===== src/inc/bmds_defines.svh =====
// Purpose: shared constants of the boot mode decode sequencer
// Assumes: included by bare name, definitions only
// Notes: addresses other than the rom base are byte addresses in level-2 memory
`ifndef BMDS_DEFINES_SVH
`define BMDS_DEFINES_SVH
// reserved boot loader region, first and last byte
`define BMDS_REGION_BASE 32'h0087_2DC0
`define BMDS_REGION_END 32'h0087_FFFF
// rom version string at the bottom of the region
`define BMDS_VERSION_BASE 32'h0087_2DC0
`define BMDS_VERSION_BYTES 32'h0000_0040
// progress stack, copies kept on mode change
`define BMDS_PROGRESS_BASE 32'h0087_32E0
`define BMDS_PROGRESS_BYTES 32'h0000_0020
// boot parameter table, filled with fixed values
`define BMDS_PARAM_TBL 32'h0087_3680
`define BMDS_PARAM_WORDS 4'h3
// rom base address for public boot
`define BMDS_ROM_BASE 32'h20B0_0000
// strap field positions
`define BMDS_DEV_MSB 2
`define BMDS_CFG_MSB 9
`define BMDS_CFG_LSB 3
`define BMDS_PLLM_MSB 12
`define BMDS_PLLM_LSB 10
`define BMDS_SDM_MSB 9
`define BMDS_SDM_LSB 8
`define BMDS_SUB_MSB 5
`define BMDS_SUB_LSB 4
`define BMDS_I2C_PASSIVE_BIT 10
// reset value of the remembered mode, matches no mode
`define BMDS_EXT_NONE 7'h7F
`endif


===== src/inc/bmds_pkg.sv =====
// Purpose: types of the boot mode decode sequencer
// Assumes: nothing
// Notes: sequence states follow a gray path
package bmds_pkg;
    // boot sequence states
    typedef enum logic [2:0] {
        BMDS_ST_HOLD = 3'h0,
        BMDS_ST_LATCH = 3'h1,
        BMDS_ST_INIT = 3'h3,
        BMDS_ST_VERSION = 3'h2,
        BMDS_ST_PROGRESS = 3'h6,
        BMDS_ST_RELEASE = 3'h7,
        BMDS_ST_RUN = 3'h5
    } bmds_state_t;
    // boot device codes from the low strap bits
    typedef enum logic [2:0] {
        BMDS_DEV_EMIF = 3'h0,
        BMDS_DEV_SRIO = 3'h1,
        BMDS_DEV_ETH_CORE = 3'h2,
        BMDS_DEV_ETH_SERDES = 3'h3,
        BMDS_DEV_PCIE = 3'h4,
        BMDS_DEV_I2C = 3'h5,
        BMDS_DEV_SPI = 3'h6,
        BMDS_DEV_C2C = 3'h7
    } bmds_dev_t;
    // extended boot mode codes, decimal values
    typedef enum logic [6:0] {
        BMDS_EXT_ETH = 7'h0A,
        BMDS_EXT_SRIO = 7'h14,
        BMDS_EXT_PCIE = 7'h1E,
        BMDS_EXT_I2CM = 7'h28,
        BMDS_EXT_I2CP = 7'h29,
        BMDS_EXT_SPI = 7'h32,
        BMDS_EXT_C2C = 7'h3C,
        BMDS_EXT_EMIF = 7'h46,
        BMDS_EXT_SLEEP = 7'h64
    } bmds_ext_t;
endpackage


===== src/bmds_sync.sv =====
// Purpose: two flop synchroniser for pin levels
// Assumes: inputs are slow levels
// Notes: clears to zero under reset
`default_nettype none
module bmds_sync #(
    parameter int WIDTH = 1
) (
    input wire logic i_clock,
    input wire logic i_reset_n,
    input wire logic [WIDTH-1:0] i_async,
    output logic [WIDTH-1:0] o_sync
);
    logic [WIDTH-1:0] meta_r; // first stage, read only by second
    logic [WIDTH-1:0] sync_r; // second stage
    // two stage capture
    always_ff @(posedge i_clock or negedge i_reset_n) begin
        if (!i_reset_n) begin
            meta_r <= '0;
            sync_r <= '0;
        end else begin
            meta_r <= i_async;
            sync_r <= meta_r;
        end
    end
    assign o_sync = sync_r;
endmodule
`default_nettype wire


===== src/bmds_decode.sv =====
// Purpose: decode the latched strap field
// Assumes: strap value is stable while used
// Notes: purely combinational
`include "bmds_defines.svh"
`default_nettype none
module bmds_decode (
    input wire logic [12:0] i_strap,
    output bmds_pkg::bmds_ext_t o_ext_mode,
    output logic o_pll_ref_serdes,
    output logic [2:0] o_pll_mult,
    output logic [6:0] o_dev_cfg
);
    bmds_pkg::bmds_dev_t dev; // selected boot device
    // device code and per-device fields
    always_comb begin
        dev = bmds_pkg::bmds_dev_t'(i_strap[`BMDS_DEV_MSB:0]); // RULE8
        o_dev_cfg = i_strap[`BMDS_CFG_MSB:`BMDS_CFG_LSB]; // RULE17
        o_pll_ref_serdes = 1'b0;
        o_pll_mult = 3'h0;
        case (dev) // RULE9 RULE12 RULE13
            bmds_pkg::BMDS_DEV_EMIF: begin
                // sub mode 1 is memory boot, else sleep
                if (i_strap[`BMDS_SUB_MSB:`BMDS_SUB_LSB] == 2'h1) begin
                    o_ext_mode = bmds_pkg::BMDS_EXT_EMIF;
                end else begin
                    o_ext_mode = bmds_pkg::BMDS_EXT_SLEEP;
                end
            end
            bmds_pkg::BMDS_DEV_SRIO: o_ext_mode = bmds_pkg::BMDS_EXT_SRIO;
            bmds_pkg::BMDS_DEV_ETH_CORE: begin
                o_ext_mode = bmds_pkg::BMDS_EXT_ETH;
                o_pll_mult = i_strap[`BMDS_PLLM_MSB:`BMDS_PLLM_LSB]; // RULE10
            end
            bmds_pkg::BMDS_DEV_ETH_SERDES: begin
                o_ext_mode = bmds_pkg::BMDS_EXT_ETH;
                o_pll_ref_serdes = 1'b1; // RULE11
                o_pll_mult = {1'b0, i_strap[`BMDS_SDM_MSB:`BMDS_SDM_LSB]}; // RULE11
            end
            bmds_pkg::BMDS_DEV_PCIE: o_ext_mode = bmds_pkg::BMDS_EXT_PCIE;
            bmds_pkg::BMDS_DEV_I2C: begin
                // one extension bit picks passive over master
                if (i_strap[`BMDS_I2C_PASSIVE_BIT]) begin
                    o_ext_mode = bmds_pkg::BMDS_EXT_I2CP;
                end else begin
                    o_ext_mode = bmds_pkg::BMDS_EXT_I2CM;
                end
            end
            bmds_pkg::BMDS_DEV_SPI: o_ext_mode = bmds_pkg::BMDS_EXT_SPI;
            default: o_ext_mode = bmds_pkg::BMDS_EXT_C2C;
        endcase
    end
endmodule
`default_nettype wire


===== src/bmds_top.sv =====
// Purpose: boot sequencer, strap decode and core release
// Assumes: core side inputs run on i_clock
// Notes: pins pass a two flop synchroniser first
// Contract
// RULE1: boot starts on release of any reset
// RULE2: local core reset leaves controller untouched
// RULE3: fill fixed values, load memory sections
// RULE4: reserve region 0x00872DC0..0x0087FFFF during boot
// RULE5: version string 0x40 bytes at 0x00872DC0
// RULE6: progress stack 0x20 bytes at 0x008732E0
// RULE7: core 0 uses 13-bit latched strap value
// RULE8: low three bits pick boot device
// RULE9: device codes 0,1,4,5,6,7 decoded as listed
// RULE10: code 2: ethernet, core clock, bits 12:10
// RULE11: code 3: ethernet, serdes clock, bits 9:8
// RULE12: extended codes ethernet 10, srio 20, pcie 30
// RULE13: i2c 40/41, spi 50, link 60, mem 70, sleep 100
// RULE14: core 0 runs rom then entry point
// RULE15: other cores idle until core 0 interrupt
// RULE16: secure: secure rom, authenticate before entry
// RULE17: bits 9:3 carry device dependent configuration
// RULE18: straps latched into status word at release
`include "bmds_defines.svh"
`default_nettype none
module bmds_top #(
    parameter int N_CORES = 2,
    parameter logic [31:0] SECURE_ROM_BASE = 32'h20B1_0000,
    parameter logic [23:0] VERSION_TAG = 24'h5A5A5A // arbitrary value
) (
    input wire logic i_clock,
    input wire logic i_reset_n,
    input wire logic [12:0] i_boot_strap_config,
    input wire logic i_warm_reset_n,
    input wire logic i_system_reset_n,
    input wire logic i_secure_device,
    input wire logic [N_CORES-1:0] i_local_reset_n,
    input wire logic i_entry_valid,
    input wire logic [31:0] i_entry_point,
    input wire logic i_auth_ok,
    input wire logic [N_CORES-2:0] i_core0_ipi,
    input wire logic i_l2_wr,
    input wire logic [31:0] i_l2_addr,
    output logic o_boot_busy,
    output logic [12:0] o_device_status_word,
    output logic [6:0] o_ext_mode,
    output logic o_pll_ref_serdes,
    output logic [2:0] o_pll_mult,
    output logic [6:0] o_dev_cfg,
    output logic o_mem_we,
    output logic [31:0] o_mem_addr,
    output logic [31:0] o_mem_data,
    output logic [N_CORES-1:0] o_core_rst_n,
    output logic [31:0] o_core0_pc,
    output logic o_core0_secure,
    output logic [N_CORES-2:0] o_core_idle,
    output logic o_region_lock,
    output logic o_l2_violation
);
    // synchronised pins: straps, two reset levels, secure strap
    logic [15:0] pins_s;
    logic [12:0] strap_s; // synchronised strap field
    logic warm_s; // warm reset level, low holds
    logic sys_s; // system reset level, low holds
    logic secure_s; // secure device strap
    logic rst_hold; // any device reset still applied
    bmds_sync #(.WIDTH(16)) u_sync (
        .i_clock(i_clock),
        .i_reset_n(i_reset_n),
        .i_async({i_secure_device, i_system_reset_n, i_warm_reset_n, i_boot_strap_config}),
        .o_sync(pins_s)
    );
    assign strap_s = pins_s[12:0];
    assign warm_s = pins_s[13];
    assign sys_s = pins_s[14];
    assign secure_s = pins_s[15];
    // local core resets are not part of this term
    assign rst_hold = !(warm_s && sys_s); // RULE2
    // sequence state
    bmds_pkg::bmds_state_t state_r, state_nxt;
    logic [3:0] cnt_r, cnt_nxt; // word counter inside a step
    logic [12:0] dsw_r, dsw_nxt; // device status word
    logic secure_r, secure_nxt; // secure mode latched at release
    logic [6:0] prev_r, prev_nxt; // mode of the last recorded boot
    logic [2:0] sptr_r, sptr_nxt; // progress stack slot
    // memory write port
    logic we_r, we_nxt;
    logic [31:0] addr_r, addr_nxt;
    logic [31:0] data_r, data_nxt;
    // core control
    logic rel_r, rel_nxt; // cores out of boot reset
    logic [N_CORES-1:0] crst_r, crst_nxt;
    logic [31:0] pc_r, pc_nxt;
    logic csec_r, csec_nxt;
    logic [N_CORES-2:0] idle_r, idle_nxt;
    logic busy_r, busy_nxt; // core 0 has not yet reached the entry point
    logic lock_r, lock_nxt;
    logic viol_r, viol_nxt;
    // registered decode
    logic [6:0] ext_r, ext_nxt;
    logic pref_r, pref_nxt;
    logic [2:0] pmul_r, pmul_nxt;
    logic [6:0] dcfg_r, dcfg_nxt;
    // decoder results of the latched status word
    bmds_pkg::bmds_ext_t dec_ext;
    logic dec_pref;
    logic [2:0] dec_pmul;
    logic [6:0] dec_dcfg;
    logic in_region; // peripheral write lands in the reserved region
    // decode the latched value, not the live pins
    bmds_decode u_decode (
        .i_strap(dsw_r), // RULE7
        .o_ext_mode(dec_ext),
        .o_pll_ref_serdes(dec_pref),
        .o_pll_mult(dec_pmul),
        .o_dev_cfg(dec_dcfg)
    );
    assign in_region = (i_l2_addr >= `BMDS_REGION_BASE) && (i_l2_addr <= `BMDS_REGION_END);
    // next state of the boot sequence
    always_comb begin
        state_nxt = state_r;
        cnt_nxt = cnt_r;
        dsw_nxt = dsw_r;
        secure_nxt = secure_r;
        prev_nxt = prev_r;
        sptr_nxt = sptr_r;
        we_nxt = 1'b0;
        addr_nxt = addr_r;
        data_nxt = data_r;
        rel_nxt = rel_r;
        pc_nxt = pc_r;
        csec_nxt = csec_r;
        idle_nxt = idle_r;
        busy_nxt = busy_r;
        lock_nxt = lock_r;
        ext_nxt = dec_ext;
        pref_nxt = dec_pref;
        pmul_nxt = dec_pmul;
        dcfg_nxt = dec_dcfg;
        // reserved region guarded from other masters while locked
        viol_nxt = lock_r && i_l2_wr && in_region; // RULE4
        // local resets only gate each core, controller keeps state
        crst_nxt = {N_CORES{rel_r}} & i_local_reset_n; // RULE2
        if (rst_hold) begin
            // device reset applied: cores held, sequence parked
            state_nxt = bmds_pkg::BMDS_ST_HOLD;
            cnt_nxt = 4'h0;
            rel_nxt = 1'b0;
            crst_nxt = '0;
            busy_nxt = 1'b1;
            idle_nxt = '0;
            lock_nxt = 1'b1; // RULE4
        end else begin
            case (state_r)
                bmds_pkg::BMDS_ST_HOLD: begin
                    // release seen, start without software help
                    state_nxt = bmds_pkg::BMDS_ST_LATCH; // RULE1
                end
                bmds_pkg::BMDS_ST_LATCH: begin
                    // straps caught at release into status word
                    dsw_nxt = strap_s; // RULE18
                    secure_nxt = secure_s;
                    cnt_nxt = 4'h0;
                    state_nxt = bmds_pkg::BMDS_ST_INIT;
                end
                bmds_pkg::BMDS_ST_INIT: begin
                    // parameter table: mode, straps, pll, config
                    we_nxt = 1'b1; // RULE3
                    addr_nxt = `BMDS_PARAM_TBL + {26'h0, cnt_r, 2'b00};
                    case (cnt_r[1:0])
                        2'h0: data_nxt = {25'h0, dec_ext};
                        2'h1: data_nxt = {19'h0, dsw_r};
                        2'h2: data_nxt = {28'h0, dec_pref, dec_pmul};
                        default: data_nxt = {25'h0, dec_dcfg};
                    endcase
                    cnt_nxt = cnt_r + 4'h1;
                    if (cnt_r == `BMDS_PARAM_WORDS) begin
                        cnt_nxt = 4'h0;
                        state_nxt = bmds_pkg::BMDS_ST_VERSION;
                    end
                end
                bmds_pkg::BMDS_ST_VERSION: begin
                    // sixteen words of version string
                    we_nxt = 1'b1; // RULE5
                    addr_nxt = `BMDS_VERSION_BASE + {26'h0, cnt_r, 2'b00};
                    data_nxt = {VERSION_TAG, 4'h0, cnt_r};
                    cnt_nxt = cnt_r + 4'h1;
                    if (cnt_r == 4'hF) begin
                        state_nxt = bmds_pkg::BMDS_ST_PROGRESS;
                    end
                end
                bmds_pkg::BMDS_ST_PROGRESS: begin
                    // record a copy only when the mode differs
                    if (dec_ext != prev_r) begin
                        we_nxt = 1'b1; // RULE6
                        addr_nxt = `BMDS_PROGRESS_BASE + {27'h0, sptr_r, 2'b00};
                        data_nxt = {12'h0, dsw_r, dec_ext};
                        prev_nxt = dec_ext;
                        sptr_nxt = sptr_r + 3'h1; // eight slots wrap
                    end
                    state_nxt = bmds_pkg::BMDS_ST_RELEASE;
                end
                bmds_pkg::BMDS_ST_RELEASE: begin
                    // core 0 to rom, others into the idle loop
                    rel_nxt = 1'b1; // RULE14
                    csec_nxt = secure_r; // RULE16
                    pc_nxt = secure_r ? SECURE_ROM_BASE : `BMDS_ROM_BASE;
                    idle_nxt = '1; // RULE15
                    state_nxt = bmds_pkg::BMDS_ST_RUN;
                end
                bmds_pkg::BMDS_ST_RUN: begin
                    // entry point taken once; secure needs authentication
                    if (i_entry_valid && busy_r && (!secure_r || i_auth_ok)) begin
                        pc_nxt = i_entry_point; // RULE14 RULE16
                        busy_nxt = 1'b0;
                        lock_nxt = 1'b0; // RULE4
                    end
                    // interrupt from core 0 ends the idle loop
                    idle_nxt = idle_r & ~i_core0_ipi; // RULE15
                end
                default: state_nxt = bmds_pkg::BMDS_ST_HOLD;
            endcase
        end
    end
    // registers of the sequence
    always_ff @(posedge i_clock or negedge i_reset_n) begin
        if (!i_reset_n) begin
            state_r <= bmds_pkg::BMDS_ST_HOLD;
            cnt_r <= 4'h0;
            dsw_r <= 13'h0000;
            secure_r <= 1'b0;
            prev_r <= `BMDS_EXT_NONE;
            sptr_r <= 3'h0;
            we_r <= 1'b0;
            addr_r <= 32'h0000_0000;
            data_r <= 32'h0000_0000;
            rel_r <= 1'b0;
            crst_r <= '0;
            pc_r <= 32'h0000_0000;
            csec_r <= 1'b0;
            idle_r <= '0;
            busy_r <= 1'b1;
            lock_r <= 1'b1;
            viol_r <= 1'b0;
            ext_r <= 7'h00;
            pref_r <= 1'b0;
            pmul_r <= 3'h0;
            dcfg_r <= 7'h00;
        end else begin
            state_r <= state_nxt;
            cnt_r <= cnt_nxt;
            dsw_r <= dsw_nxt;
            secure_r <= secure_nxt;
            prev_r <= prev_nxt;
            sptr_r <= sptr_nxt;
            we_r <= we_nxt;
            addr_r <= addr_nxt;
            data_r <= data_nxt;
            rel_r <= rel_nxt;
            crst_r <= crst_nxt;
            pc_r <= pc_nxt;
            csec_r <= csec_nxt;
            idle_r <= idle_nxt;
            busy_r <= busy_nxt;
            lock_r <= lock_nxt;
            viol_r <= viol_nxt;
            ext_r <= ext_nxt;
            pref_r <= pref_nxt;
            pmul_r <= pmul_nxt;
            dcfg_r <= dcfg_nxt;
        end
    end
    // outputs straight from flops
    assign o_boot_busy = busy_r;
    assign o_device_status_word = dsw_r;
    assign o_ext_mode = ext_r;
    assign o_pll_ref_serdes = pref_r;
    assign o_pll_mult = pmul_r;
    assign o_dev_cfg = dcfg_r;
    assign o_mem_we = we_r;
    assign o_mem_addr = addr_r;
    assign o_mem_data = data_r;
    assign o_core_rst_n = crst_r;
    assign o_core0_pc = pc_r;
    assign o_core0_secure = csec_r;
    assign o_core_idle = idle_r;
    assign o_region_lock = lock_r;
    assign o_l2_violation = viol_r;
endmodule
`default_nettype wire


===== config.mk =====
export PLATFORM = sky130hd
export DESIGN_NAME = bmds_top
export DESIGN_NICKNAME = d
export VERILOG_FILES = /design/src/inc/bmds_pkg.sv /design/src/bmds_sync.sv /design/src/bmds_decode.sv /design/src/bmds_top.sv
export VERILOG_INCLUDE_DIRS = /design/src /design/src/inc
export SDC_FILE = /design/constraint.sdc
export NUM_CORES = 1
export LEC_CHECK = 0
export ABC_AREA = 1
export BUFFER_PORTS_ARGS = -buffer_cell sky130_fd_sc_hd__buf_2
export CAP_MARGIN = 15
export CORE_ASPECT_RATIO = 1.4
export CORE_UTILIZATION = 45
export CTS_BUF_LIST = sky130_fd_sc_hd__clkbuf_2
export DETAILED_ROUTE_END_ITERATION = 8
export HOLD_SLACK_MARGIN = 0.03
export PLACE_DENSITY = 0.8
export SKIP_LAST_GASP = 1
export SYNTH_ARGS = -nofsm -noshare
export SYNTH_HDL_FRONTEND = slang
export SYNTH_SLANG_ARGS = --single-unit

===== constraint.sdc =====
create_clock -name i_clock -period 2.47 [get_ports i_clock]
set_clock_uncertainty 0.05 [all_clocks]
set_input_delay 0.741 -clock i_clock [delete_from_list [all_inputs] [get_ports i_clock]]
set_output_delay 0.741 -clock i_clock [all_outputs]
set_load 0.005 [all_outputs]

==> impl_metrics.yaml, run 1 <==
status:
  status: "complete, no violations"
routing:
  drtIter0Drc: 347
  wl_per_cell_um: 14.9
  drt-total-wl_um: 16300
  route.detailed.drc: 0
  detail-route-antenna-nets: 0
  via_count: 5552
  firstDrtPassIters: 6
  vias_per_cell: 5.08
sta:
  period_needed_ns: 2.25
  setup_slack_ns: 0.217
  finalSetupViolCount: 0
  fmax_mhz: 444
  rsz0062_at_grt: "no"
  maxSlewViolCount: 0
  maxSlewHeadroom: 0.396
  tightest_slew_ns: 0.905
  finalCritPeriodShare: 0.912
  setup_tns_ns: 0
  final_hold_viol_count: 0
worst_setup_path:
  cp_data_required_time_ns: 1.68
  cp_top_family: "flip-flops"
  crit_path_max_incr_delay_ns: 0.58
  r2r_setup_slack_ns: 0.30
  r2r-end: "o_mem_data[17]$_DFFE_PN0P_"
  worstPathArrival_ns: 1.46
  crit_path_top_delay_cell: "dfrtp_1"
  path_max_fanout: 8
  path_buf_inv: 1
  timing.rr.start: "o_device_status_word[1]$_DFFE_PN0P_"
  critPathKind: "reg2out"
  cp-start-kind: "flip-flop"
  critPathCaptureType: "output port"
  r2r_cells: 11
  cp_cell_sequence: "buf_2"
cells_and_area:
  fin_area_mm2: 0.00793
  final_nets: 987
  finalNonFillerCells: 1093
  area.growth.synth_to_final_pct: 22.4
  seqCellArea_mm2: 0.00377
  multi_input_area_mm2: 0.00217
  drive_gt1_frac: 0.299
  fill_cells: 1245
clock_network:
  cts_tree: "done"
  root_buffer: "clkbuf_2"
  cts.clk_slew.worst_paths_ns: 0.21
  numClockSinks: 150
  clockBufferDepth: 2
  clkLatencyLatePin_ns: 0.70
  h-tree-depth: 4
  cts_made_buffers: 17
synth:
  synth_enable_flop_cells: 0
  synth_top_area_share: 0.548
  async_reset_ff_frac: 1.00
  syn_avg_cell_area_um2: 9.28
  yosys.area.top_type: "dfrtp_1"
  synth.most_common_cell: "dfrtp_1"
  netlist_area_mm2: 0.00648
  synth_flop_cell: "dfrtp_1"
  yosysWarnings: 0
  synth-seq-cells: 150
  syn-instance-count: 699
  ys_seq_area_frac: 0.580
  yosys-top-cells-count: "dfrtp_1 (142), nand2_1 (139), nand3_1 (126)"
  ys_top_cells_by_area: "dfrtp_1 (55%), nand3_1 (9.7%), nand2_1 (8.0%), buf_4 (4.2%), dfstp_2 (3.2%)"
  ys_types: 43
worst_hold_path:
  min_from: "i_boot_strap_config[4]"
  min_path_cells: 1
  hp-class: "in2reg"
  min_to: "u_sync.meta_r[4]$_DFF_PN0_"
placed_design:
  postPlaceCellArea_mm2: 0.00748
  post-place-cells: 1044
  place.detailed.hpwl_um: 11900
  port_buffers: 194
  gp_congestion: 0.905
  dp_slack_ns: 0.271
flow_run:
  max_cap_violations: 0
die:
  placementRows: 51
  dieHeight_um: 144
  initial_core_util: 0.464
  core_mm2: 0.0140
  die_w_um: 103
  ioPinCount: 223
  die-area_mm2: 0.0149
power:
  p_leak_nw: 4.36
  p_per_area_mw_per_mm2: 683
  power_mw: 5.42
  peakVddDrop_uv: 381
grt:
  antenna_found_initial: 1
  grt_max_degree: 50
  grtUsageTotal: 0.226
  grt_pass1_vias: 5036
  grt_pass1_wl_um: 25300
  overflow: 0
[final cells by class]
| class | count | area share |
|---|---|---|
| Timing Repair Buffer | 226 | 0.162 |
| Clock buffer | 18 | 0.0114 |
| Multi-Input combinational cell | 448 | 0.274 |
| Clock inverter | 14 | 0.0249 |
| Sequential cell | 150 | 0.475 |
| Inverter | 51 | 0.0241 |
| Tap cell | 185 | 0.0292 |
| Antenna cell | 1 | 0.000315 |
[layout by cell type (no fill, tap or decap), drive strengths merged, types with 3 or more instances in the layout]
| cell | count |
|---|---|
| a21oi | 35 |
| buf | 210 |
| bufinv | 4 |
| clkbuf | 18 |
| clkinvlp | 3 |
| conb | 22 |
| dfrtp | 142 |
| dfstp | 8 |
| dlygate4sd3 | 16 |
| ha | 5 |
| inv | 56 |
| nand2 | 142 |
| nand3 | 129 |
| nand3b | 3 |
| nand4 | 7 |
| nor2 | 45 |
| nor3 | 4 |
| o21ai | 30 |
| o22ai | 4 |
| o32ai | 3 |
[state kept, by name, summed over array words and instances, names as in the netlist, 9 cells and up]
| name | count |
|---|---|
| o_mem_data | 20 |
| o_device_status_word | 13 |
| u_sync.o_sync | 16 |
| u_sync.meta_r | 16 |
| o_mem_addr | 9 |
| o_core0_pc | 32 |
[worst max-delay path by stage]
stage,cells past startpoint,endpoint,from,slack [ns]
3_5_place_dp,11,o_mem_data[17]$_DFFE_PN0P_,o_device_status_word[1]$_DFFE_PN0P_,0.27
5_1_grt,11,o_mem_data[17]$_DFFE_PN0P_,o_device_status_word[1]$_DFFE_PN0P_,0.05
3_3_place_gp,11,o_mem_addr[10]$_DFFE_PN0P_,o_device_status_word[1]$_DFFE_PN0P_,0.35
4_1_cts,1,o_device_status_word[1],o_device_status_word[1]$_DFFE_PN0P_,0.05
6_report,1,o_device_status_word[4],o_device_status_word[4]$_DFFE_PN0P_,0.22
2_1_floorplan,12,o_mem_addr[12]$_DFFE_PN0P_,o_device_status_word[0]$_DFFE_PN0P_,0.67
[repair_timing]
action	CTS	global route
endpoints found under the hold margin	57	0
buffers inserted	0	0
setup endpoints to repair	0	22
gates resized for setup	0	2
hold buffers	16	0
[metrics by stage]
stage                util  hold slack (ns)
finish              0.568            0.117
global route        0.568           0.0348
CTS                 0.567           0.0446
detailed placement  0.535            0.285
global placement    0.535            0.283
floorplan               -            0.281
[worst reg2reg max path, delay by kind of cell, from the launching register on]
family	cells	cell delay, ns
DFF	1	0.56
and+or+nand+nor	11	1.51
[metal layers]
layer | vias to the layer above | wire [µm] | track usage
met3 | 42 | 1010 | 0.0469
met5 | - | 0 | 0
met4 | 0 | 566 | 0.115
met2 | 269 | 8370 | 0.368
li1 | 2637 | - | -
met1 | 2604 | 6330 | 0.283
[cell families (layout without fill, tap and decap cells)]
family | count (synthesis) | count (layout) | synth area share
AO/OA/AOI/OAI | 82 | 82 | 0.0706
flip-flops | 150 | 150 | 0.580
multiplexers | 2 | 2 | 0.00347
XOR/XNOR | 3 | 3 | 0.00405
other | 1 | 23 | 0.000578
buffers and inverters | 122 | 309 | 0.0980
AND/OR/NAND/NOR | 334 | 334 | 0.233
adder cells (fa/ha/maj) | 5 | 5 | 0.00965
[where the power goes]
group | switching (mW) | leakage, nW | internal [mW]
Clock | 0.907 | 0.161 | 0.684
Sequential | 0.190 | 1.89 | 2.68
Combinational | 0.562 | 2.31 | 0.391
No activity file was read; power rests on OpenSTA's default activity.
==> inputs of run 2 (changes only) <==
--- a/config.mk
+++ b/config.mk
@@ -10,6 +10,7 @@
 export BUFFER_PORTS_ARGS = -buffer_cell sky130_fd_sc_hd__buf_2
 export CAP_MARGIN = 15
 export CORE_ASPECT_RATIO = 1.4
+export CORE_MARGIN = 8
 export CORE_UTILIZATION = 45
 export CTS_BUF_LIST = sky130_fd_sc_hd__clkbuf_2
 export DETAILED_ROUTE_END_ITERATION = 8
==> run 2 against run 1 <==
Effect of this change: sequential cell count stayed put; sequential power barely moved; clock power decreased by 14%; maximum frequency rose by 1.2%; non-clock buffer count up 2; worst hold slack improved by 0.094 ns; cell count is 0.46% higher; sequential share of layout area increased by 0.17 points; combinational power grew 0.4%; highest routed layer unchanged.
==> impl_metrics.yaml, run 2 (same netlist as run 1, synthesis figures left out) <==
grt:
  grtUsageTotal: 0.180
  antenna_found_initial: 1
  overflow: 0
  grt_max_degree: 47
  grt_pass1_vias: 5372
  grt_pass1_wl_um: 26900
routing:
  wl_per_cell_um: 15.4
  firstDrtPassIters: 4
  vias_per_cell: 4.98
  route.detailed.drc: 0
  detail-route-antenna-nets: 0
  drtIter0Drc: 427
  drt-total-wl_um: 16900
  via_count: 5468
placed_design:
  gp_congestion: 0.939
  port_buffers: 194
  dp_slack_ns: 0.321
  place.detailed.hpwl_um: 12700
worst_setup_path:
  timing.rr.start: "o_device_status_word[2]$_DFFE_PN0P_"
  crit_path_max_incr_delay_ns: 0.58
  crit_path_top_delay_cell: "dfrtp_1"
  path_max_fanout: 8
  worstPathArrival_ns: 1.44
  r2r_cells: 11
  crit_start: "o_device_status_word[4]$_DFFE_PN0P_"
  critPathKind: "reg2out"
  cp_top_family: "flip-flops"
  cp_cell_sequence: "buf_2"
  r2r-end: "o_mem_addr[10]$_DFFE_PN0P_"
  cp-start-kind: "flip-flop"
  r2r_setup_slack_ns: 0.32
  critPathCapture: "o_device_status_word[4]"
  path_buf_inv: 1
  cp_data_required_time_ns: 1.68
  critPathCaptureType: "output port"
  worstSetupPathDepth: 1
clock_network:
  cts.clk_slew.worst_paths_ns: 0.23
  root_buffer: "clkbuf_2"
  clkLatencyLatePin_ns: 0.67
  clockBufferDepth: 2
  cts_made_buffers: 17
  numClockSinks: 150
  cts_tree: "done"
  h-tree-depth: 4
sta:
  maxSlewHeadroom: 0.411
  period_needed_ns: 2.23
  setup_tns_ns: 0
  setup_slack_ns: 0.243
  whs_ns: 0.211
  finalCritPeriodShare: 0.901
  fmax_mhz: 449
  final_hold_viol_count: 0
  rsz0062_at_grt: "no"
  finalSetupViolCount: 0
  tightest_slew_ns: 0.883
  maxSlewViolCount: 0
die:
  core_mm2: 0.0142
  ioPinCount: 223
  initial_core_util: 0.455
  die_w_um: 117
  placementRows: 52
  dieHeight_um: 158
  die-area_mm2: 0.0186
cells_and_area:
  final_nets: 989
  final_common_cell: "buf_2"
  final_cell_mix: "buf_2 (193), dfrtp_1 (140), nand2_1 (139), nand3_1 (126), inv_1 (47)"
  largest_reg_flops: 32
  drive_gt1_frac: 0.298
  area.growth.synth_to_final_pct: 21.9
  fill_cells: 1284
power:
  peakVddDrop_uv: 288
  p_leak_nw: 4.34
  p_per_area_mw_per_mm2: 657
worst_hold_path:
  hp-class: "in2reg"
flow_run:
  max_cap_violations: 0
status:
  status: "complete, no violations"
## run 2: stage by stage
step	area (µm²)	std cells	util	power (mW)
global route	7910	1098	0.555	5.48
global placement	7490	1049	0.526	3.83
detailed placement	7490	1049	0.526	3.85
CTS	7870	1094	0.552	5.24
floorplan	6560	720	-	3.40
finish	7910	1098	0.555	5.19
## run 2: worst min path at each step
stage / slack [ns] / to / depth (start not counted) / from
floorplan: 0.28 / u_sync.o_sync[0]$_DFF_PN0_ / 0 / u_sync.meta_r[0]$_DFF_PN0_
global placement: 0.28 / u_sync.o_sync[7]$_DFF_PN0_ / 0 / u_sync.meta_r[7]$_DFF_PN0_
finish: 0.21 / o_core0_pc[19]$_DFFE_PN0P_ / 3 / i_entry_point[19]
CTS: 0.03 / u_sync.meta_r[13]$_DFF_PN0_ / 1 / i_warm_reset_n
detailed placement: 0.28 / u_sync.o_sync[6]$_DFF_PN0_ / 0 / u_sync.meta_r[6]$_DFF_PN0_
global route: 0.11 / o_core0_pc[0]$_DFFE_PN0P_ / 3 / i_entry_point[0]
## run 2: area by class of cell
cell class / count / area (µm²) / share of cell area
diodes: 1 / 2.50 / 0.000317
clock buffers: 18 / 90.1 / 0.0114
clock inverters: 13 / 146 / 0.0185
inverters: 51 / 191 / 0.0242
multi-input cells: 448 / 2170 / 0.275
flip-flops and latches: 150 / 3770 / 0.476
well taps: 189 / 236 / 0.0299
repair buffers: 228 / 1300 / 0.164
## run 2: where the power goes
part | internal [mW] | total, mW | switching [mW]
logic | 0.393 | 0.957 | 0.564
clock network | 0.475 | 1.37 | 0.892
registers | 2.68 | 2.87 | 0.184
total | 3.55 | 5.19 | 1.64
## run 2: repair_timing
item / CTS / global route
hold endpoints to repair: 51 / 3
gates resized for setup: 0 / 2
setup buffers: 0 / 0
endpoints found under the setup margin: 0 / 9
hold buffers: 14 / 3
## run 2: layer usage
| metal | GRT usage | vias up | part of all wire |
|---|---|---|---|
| met2 | 0.297 | 243 | 0.51 |
| met4 | 0.0918 | 0 | 0.032 |
| li1 | - | 2643 | - |
| met1 | 0.209 | 2534 | 0.38 |
| met3 | 0.0532 | 48 | 0.076 |
| met5 | 0 | - | 0 |
==> inputs of run 3 (changes only) <==
--- a/config.mk
+++ b/config.mk
@@ -11,11 +11,11 @@
 export CAP_MARGIN = 15
 export CORE_ASPECT_RATIO = 1.4
 export CORE_MARGIN = 8
-export CORE_UTILIZATION = 45
+export CORE_UTILIZATION = 47
 export CTS_BUF_LIST = sky130_fd_sc_hd__clkbuf_2
 export DETAILED_ROUTE_END_ITERATION = 8
 export HOLD_SLACK_MARGIN = 0.03
-export PLACE_DENSITY = 0.8
+export PLACE_DENSITY = 0.86
 export SKIP_LAST_GASP = 1
 export SYNTH_ARGS = -nofsm -noshare
 export SYNTH_HDL_FRONTEND = slang
==> constraint.sdc (replaced) <==
create_clock -name i_clock -period 2 [get_ports i_clock]
set_clock_uncertainty 0.05 [all_clocks]
set_input_delay 0.6 -clock i_clock [delete_from_list [all_inputs] [get_ports i_clock]]
set_output_delay 0.6 -clock i_clock [all_outputs]
set_load 0.005 [all_outputs]
==> run 3 against run 2 <==
Effect of this change: the run now ends with negative setup slack left; non-clock buffer count up 106; global-route usage increased by 4.4 points; sequential share of layout area fell by 7.5 points; worst setup slack got worse by 0.40 ns; power grew 41%; cell count is 10% higher; routed wire length is 39% higher; critical endpoint is now o_mem_data[12]$_DFFE_PN0P_; critical path type is now reg2reg; core utilization rose by 13 points.
==> impl_metrics.yaml, run 3 (same netlist as run 1, synthesis figures left out) <==
routing:
  via_count: 6564
  firstDrtPassIters: 9
  drt-total-wl_um: 23600
  vias_per_cell: 5.43
  route.detailed.drc: 0
  drtIter0Drc: 654
  wl_per_cell_um: 19.5
  detail-route-antenna-nets: 0
cells_and_area:
  seqCellArea_mm2: 0.00377
  fill_cells: 950
  final_common_cell: "buf_2"
  final_nets: 1103
  fin_area_mm2: 0.00941
  final_cell_mix: "buf_2 (181), dfrtp_1 (133), nand2_1 (130), nand3_1 (96), buf_4 (75)"
  drive_gt1_frac: 0.399
  finalNonFillerCells: 1209
  multi_input_area_mm2: 0.00260
  largest_reg_flops: 32
  area.growth.synth_to_final_pct: 45.1
worst_setup_path:
  critPathKind: "reg2reg"
  cp_data_required_time_ns: 2.56
  critPathCaptureType: "flip-flop"
  worstPathArrival_ns: 2.72
  cp-start-kind: "flip-flop"
  path_max_fanout: 6
placed_design:
  post-place-cells: 1060
  dp_slack_ns: 0.0296
  port_buffers: 194
  gp_congestion: 0.913
  place.detailed.hpwl_um: 13100
  postPlaceCellArea_mm2: 0.00761
grt:
  grt_pass1_vias: 5962
  antenna_found_initial: 1
  grt_pass1_wl_um: 30800
  grtUsageTotal: 0.224
  overflow: 0
  grt_max_degree: 53
sta:
  finalCritPeriodShare: 1.08
  final_hold_viol_count: 0
  fmax_mhz: 465
  finalSetupViolCount: 47
  maxSlewViolCount: 0
  rsz0062_at_grt: "yes"
  setup_slack_ns: -0.152
  period_needed_ns: 2.15
flow_run:
  max_cap_violations: 0
die:
  ioPinCount: 223
  initial_core_util: 0.473
  core_mm2: 0.0137
  die-area_mm2: 0.0179
  die_w_um: 115
  dieHeight_um: 155
  placementRows: 51
clock_network:
  numClockSinks: 150
  cts_tree: "done"
  clockBufferDepth: 2
  h-tree-depth: 4
  root_buffer: "clkbuf_2"
  cts.clk_slew.worst_paths_ns: 0.26
  cts_made_buffers: 17
  clkLatencyLatePin_ns: 0.72
status:
  violations: "negative setup slack"
  status: "complete, but fails checks"
worst_hold_path:
  hp-class: "in2reg"
power:
  p_leak_nw: 4.95
  peakVddDrop_uv: 450
  power_mw: 7.33
  p_per_area_mw_per_mm2: 779
run 3: worst paths after layout:
| kind | startpoint | end | slack, ns | cells after the start |
|---|---|---|---|---|
| worst max-delay path | o_device_status_word[0]$_DFFE_PN0P_ | o_mem_data[12]$_DFFE_PN0P_ | -0.15 | 13 |
| worst min-delay path | i_core0_ipi | o_core_idle$_DFFE_PN0P_ | 0.10 | 4 |
| worst max register to register | o_device_status_word[0]$_DFFE_PN0P_ | o_mem_data[12]$_DFFE_PN0P_ | -0.15 | 13 |
| worst min register to register | u_sync.meta_r[4]$_DFF_PN0_ | u_sync.o_sync[4]$_DFF_PN0_ | 0.32 | 0 |
| max in group asynchronous | i_reset_n | prev_r[2]$_DFFE_PN1P_ | 0.94 | 3 |
| min in group asynchronous | i_reset_n | o_device_status_word[4]$_DFFE_PN0P_ | 0.26 | 2 |
run 3: what timing repair did:
item	4_1_cts	5_1_grt
hold buffers	50	1
endpoints found under the setup margin	62	138
resized for setup	12	94
hold endpoints to repair	127	1
pin swaps	1	39
buffers inserted	12	43
cloned	1	10
run 3: critical path, cell delays in order, from the launching register on:
cell	delay (ns)
dfrtp_2	0.51
buf_12	0.15
nor2_4	0.04
buf_4	0.13
nand3b_1	0.08
nand2_1	0.07
nor2_2	0.16
nand2_2	0.09
nor2_4	0.15
buf_4	0.14
nand3_4	0.13
buf_8	0.18
nand3_1	0.07
nand2_1	0.07
run 3: stage by stage:
| stage | setup TNS (ns) | utilization | hold WS, ns |
|---|---|---|---|
| finish | -3.69 | 0.686 | 0.105 |
| global route | -12.42 | 0.686 | 0.0514 |
| CTS | -1.28 | 0.618 | 0.0403 |
| detailed placement | 0 | 0.555 | 0.285 |
| global placement | 0 | 0.555 | 0.282 |
| floorplan | 0 | - | 0.254 |
run 3: where the power goes:
group	leakage, nW	switching [mW]	total (mW)	internal [mW]
logic	2.94	1.16	2.15	0.989
registers	1.88	0.179	3.50	3.32
clock network	0.126	1.21	1.68	0.474
total	4.95	2.54	7.33	4.79
run 3: routing by layer:
metal	wire length [µm]	vias to the layer above	GRT usage	part of all wire
li1	-	2881	-	-
met1	7910	3062	0.254	0.34
met2	11900	474	0.365	0.51
met3	2130	147	0.0613	0.090
met4	1600	0	0.141	0.068
met5	0	-	0	0
run 3: area by class of cell:
| class | count | share of cell area |
|---|---|---|
| antenna | 1 | 0.000266 |
| clock buffer | 17 | 0.00905 |
| clock inverter | 15 | 0.0154 |
| inverter | 51 | 0.0218 |
| multi-input combinational | 456 | 0.276 |
| sequential | 150 | 0.401 |
| tap | 185 | 0.0246 |
| timing repair buffer | 334 | 0.251 |
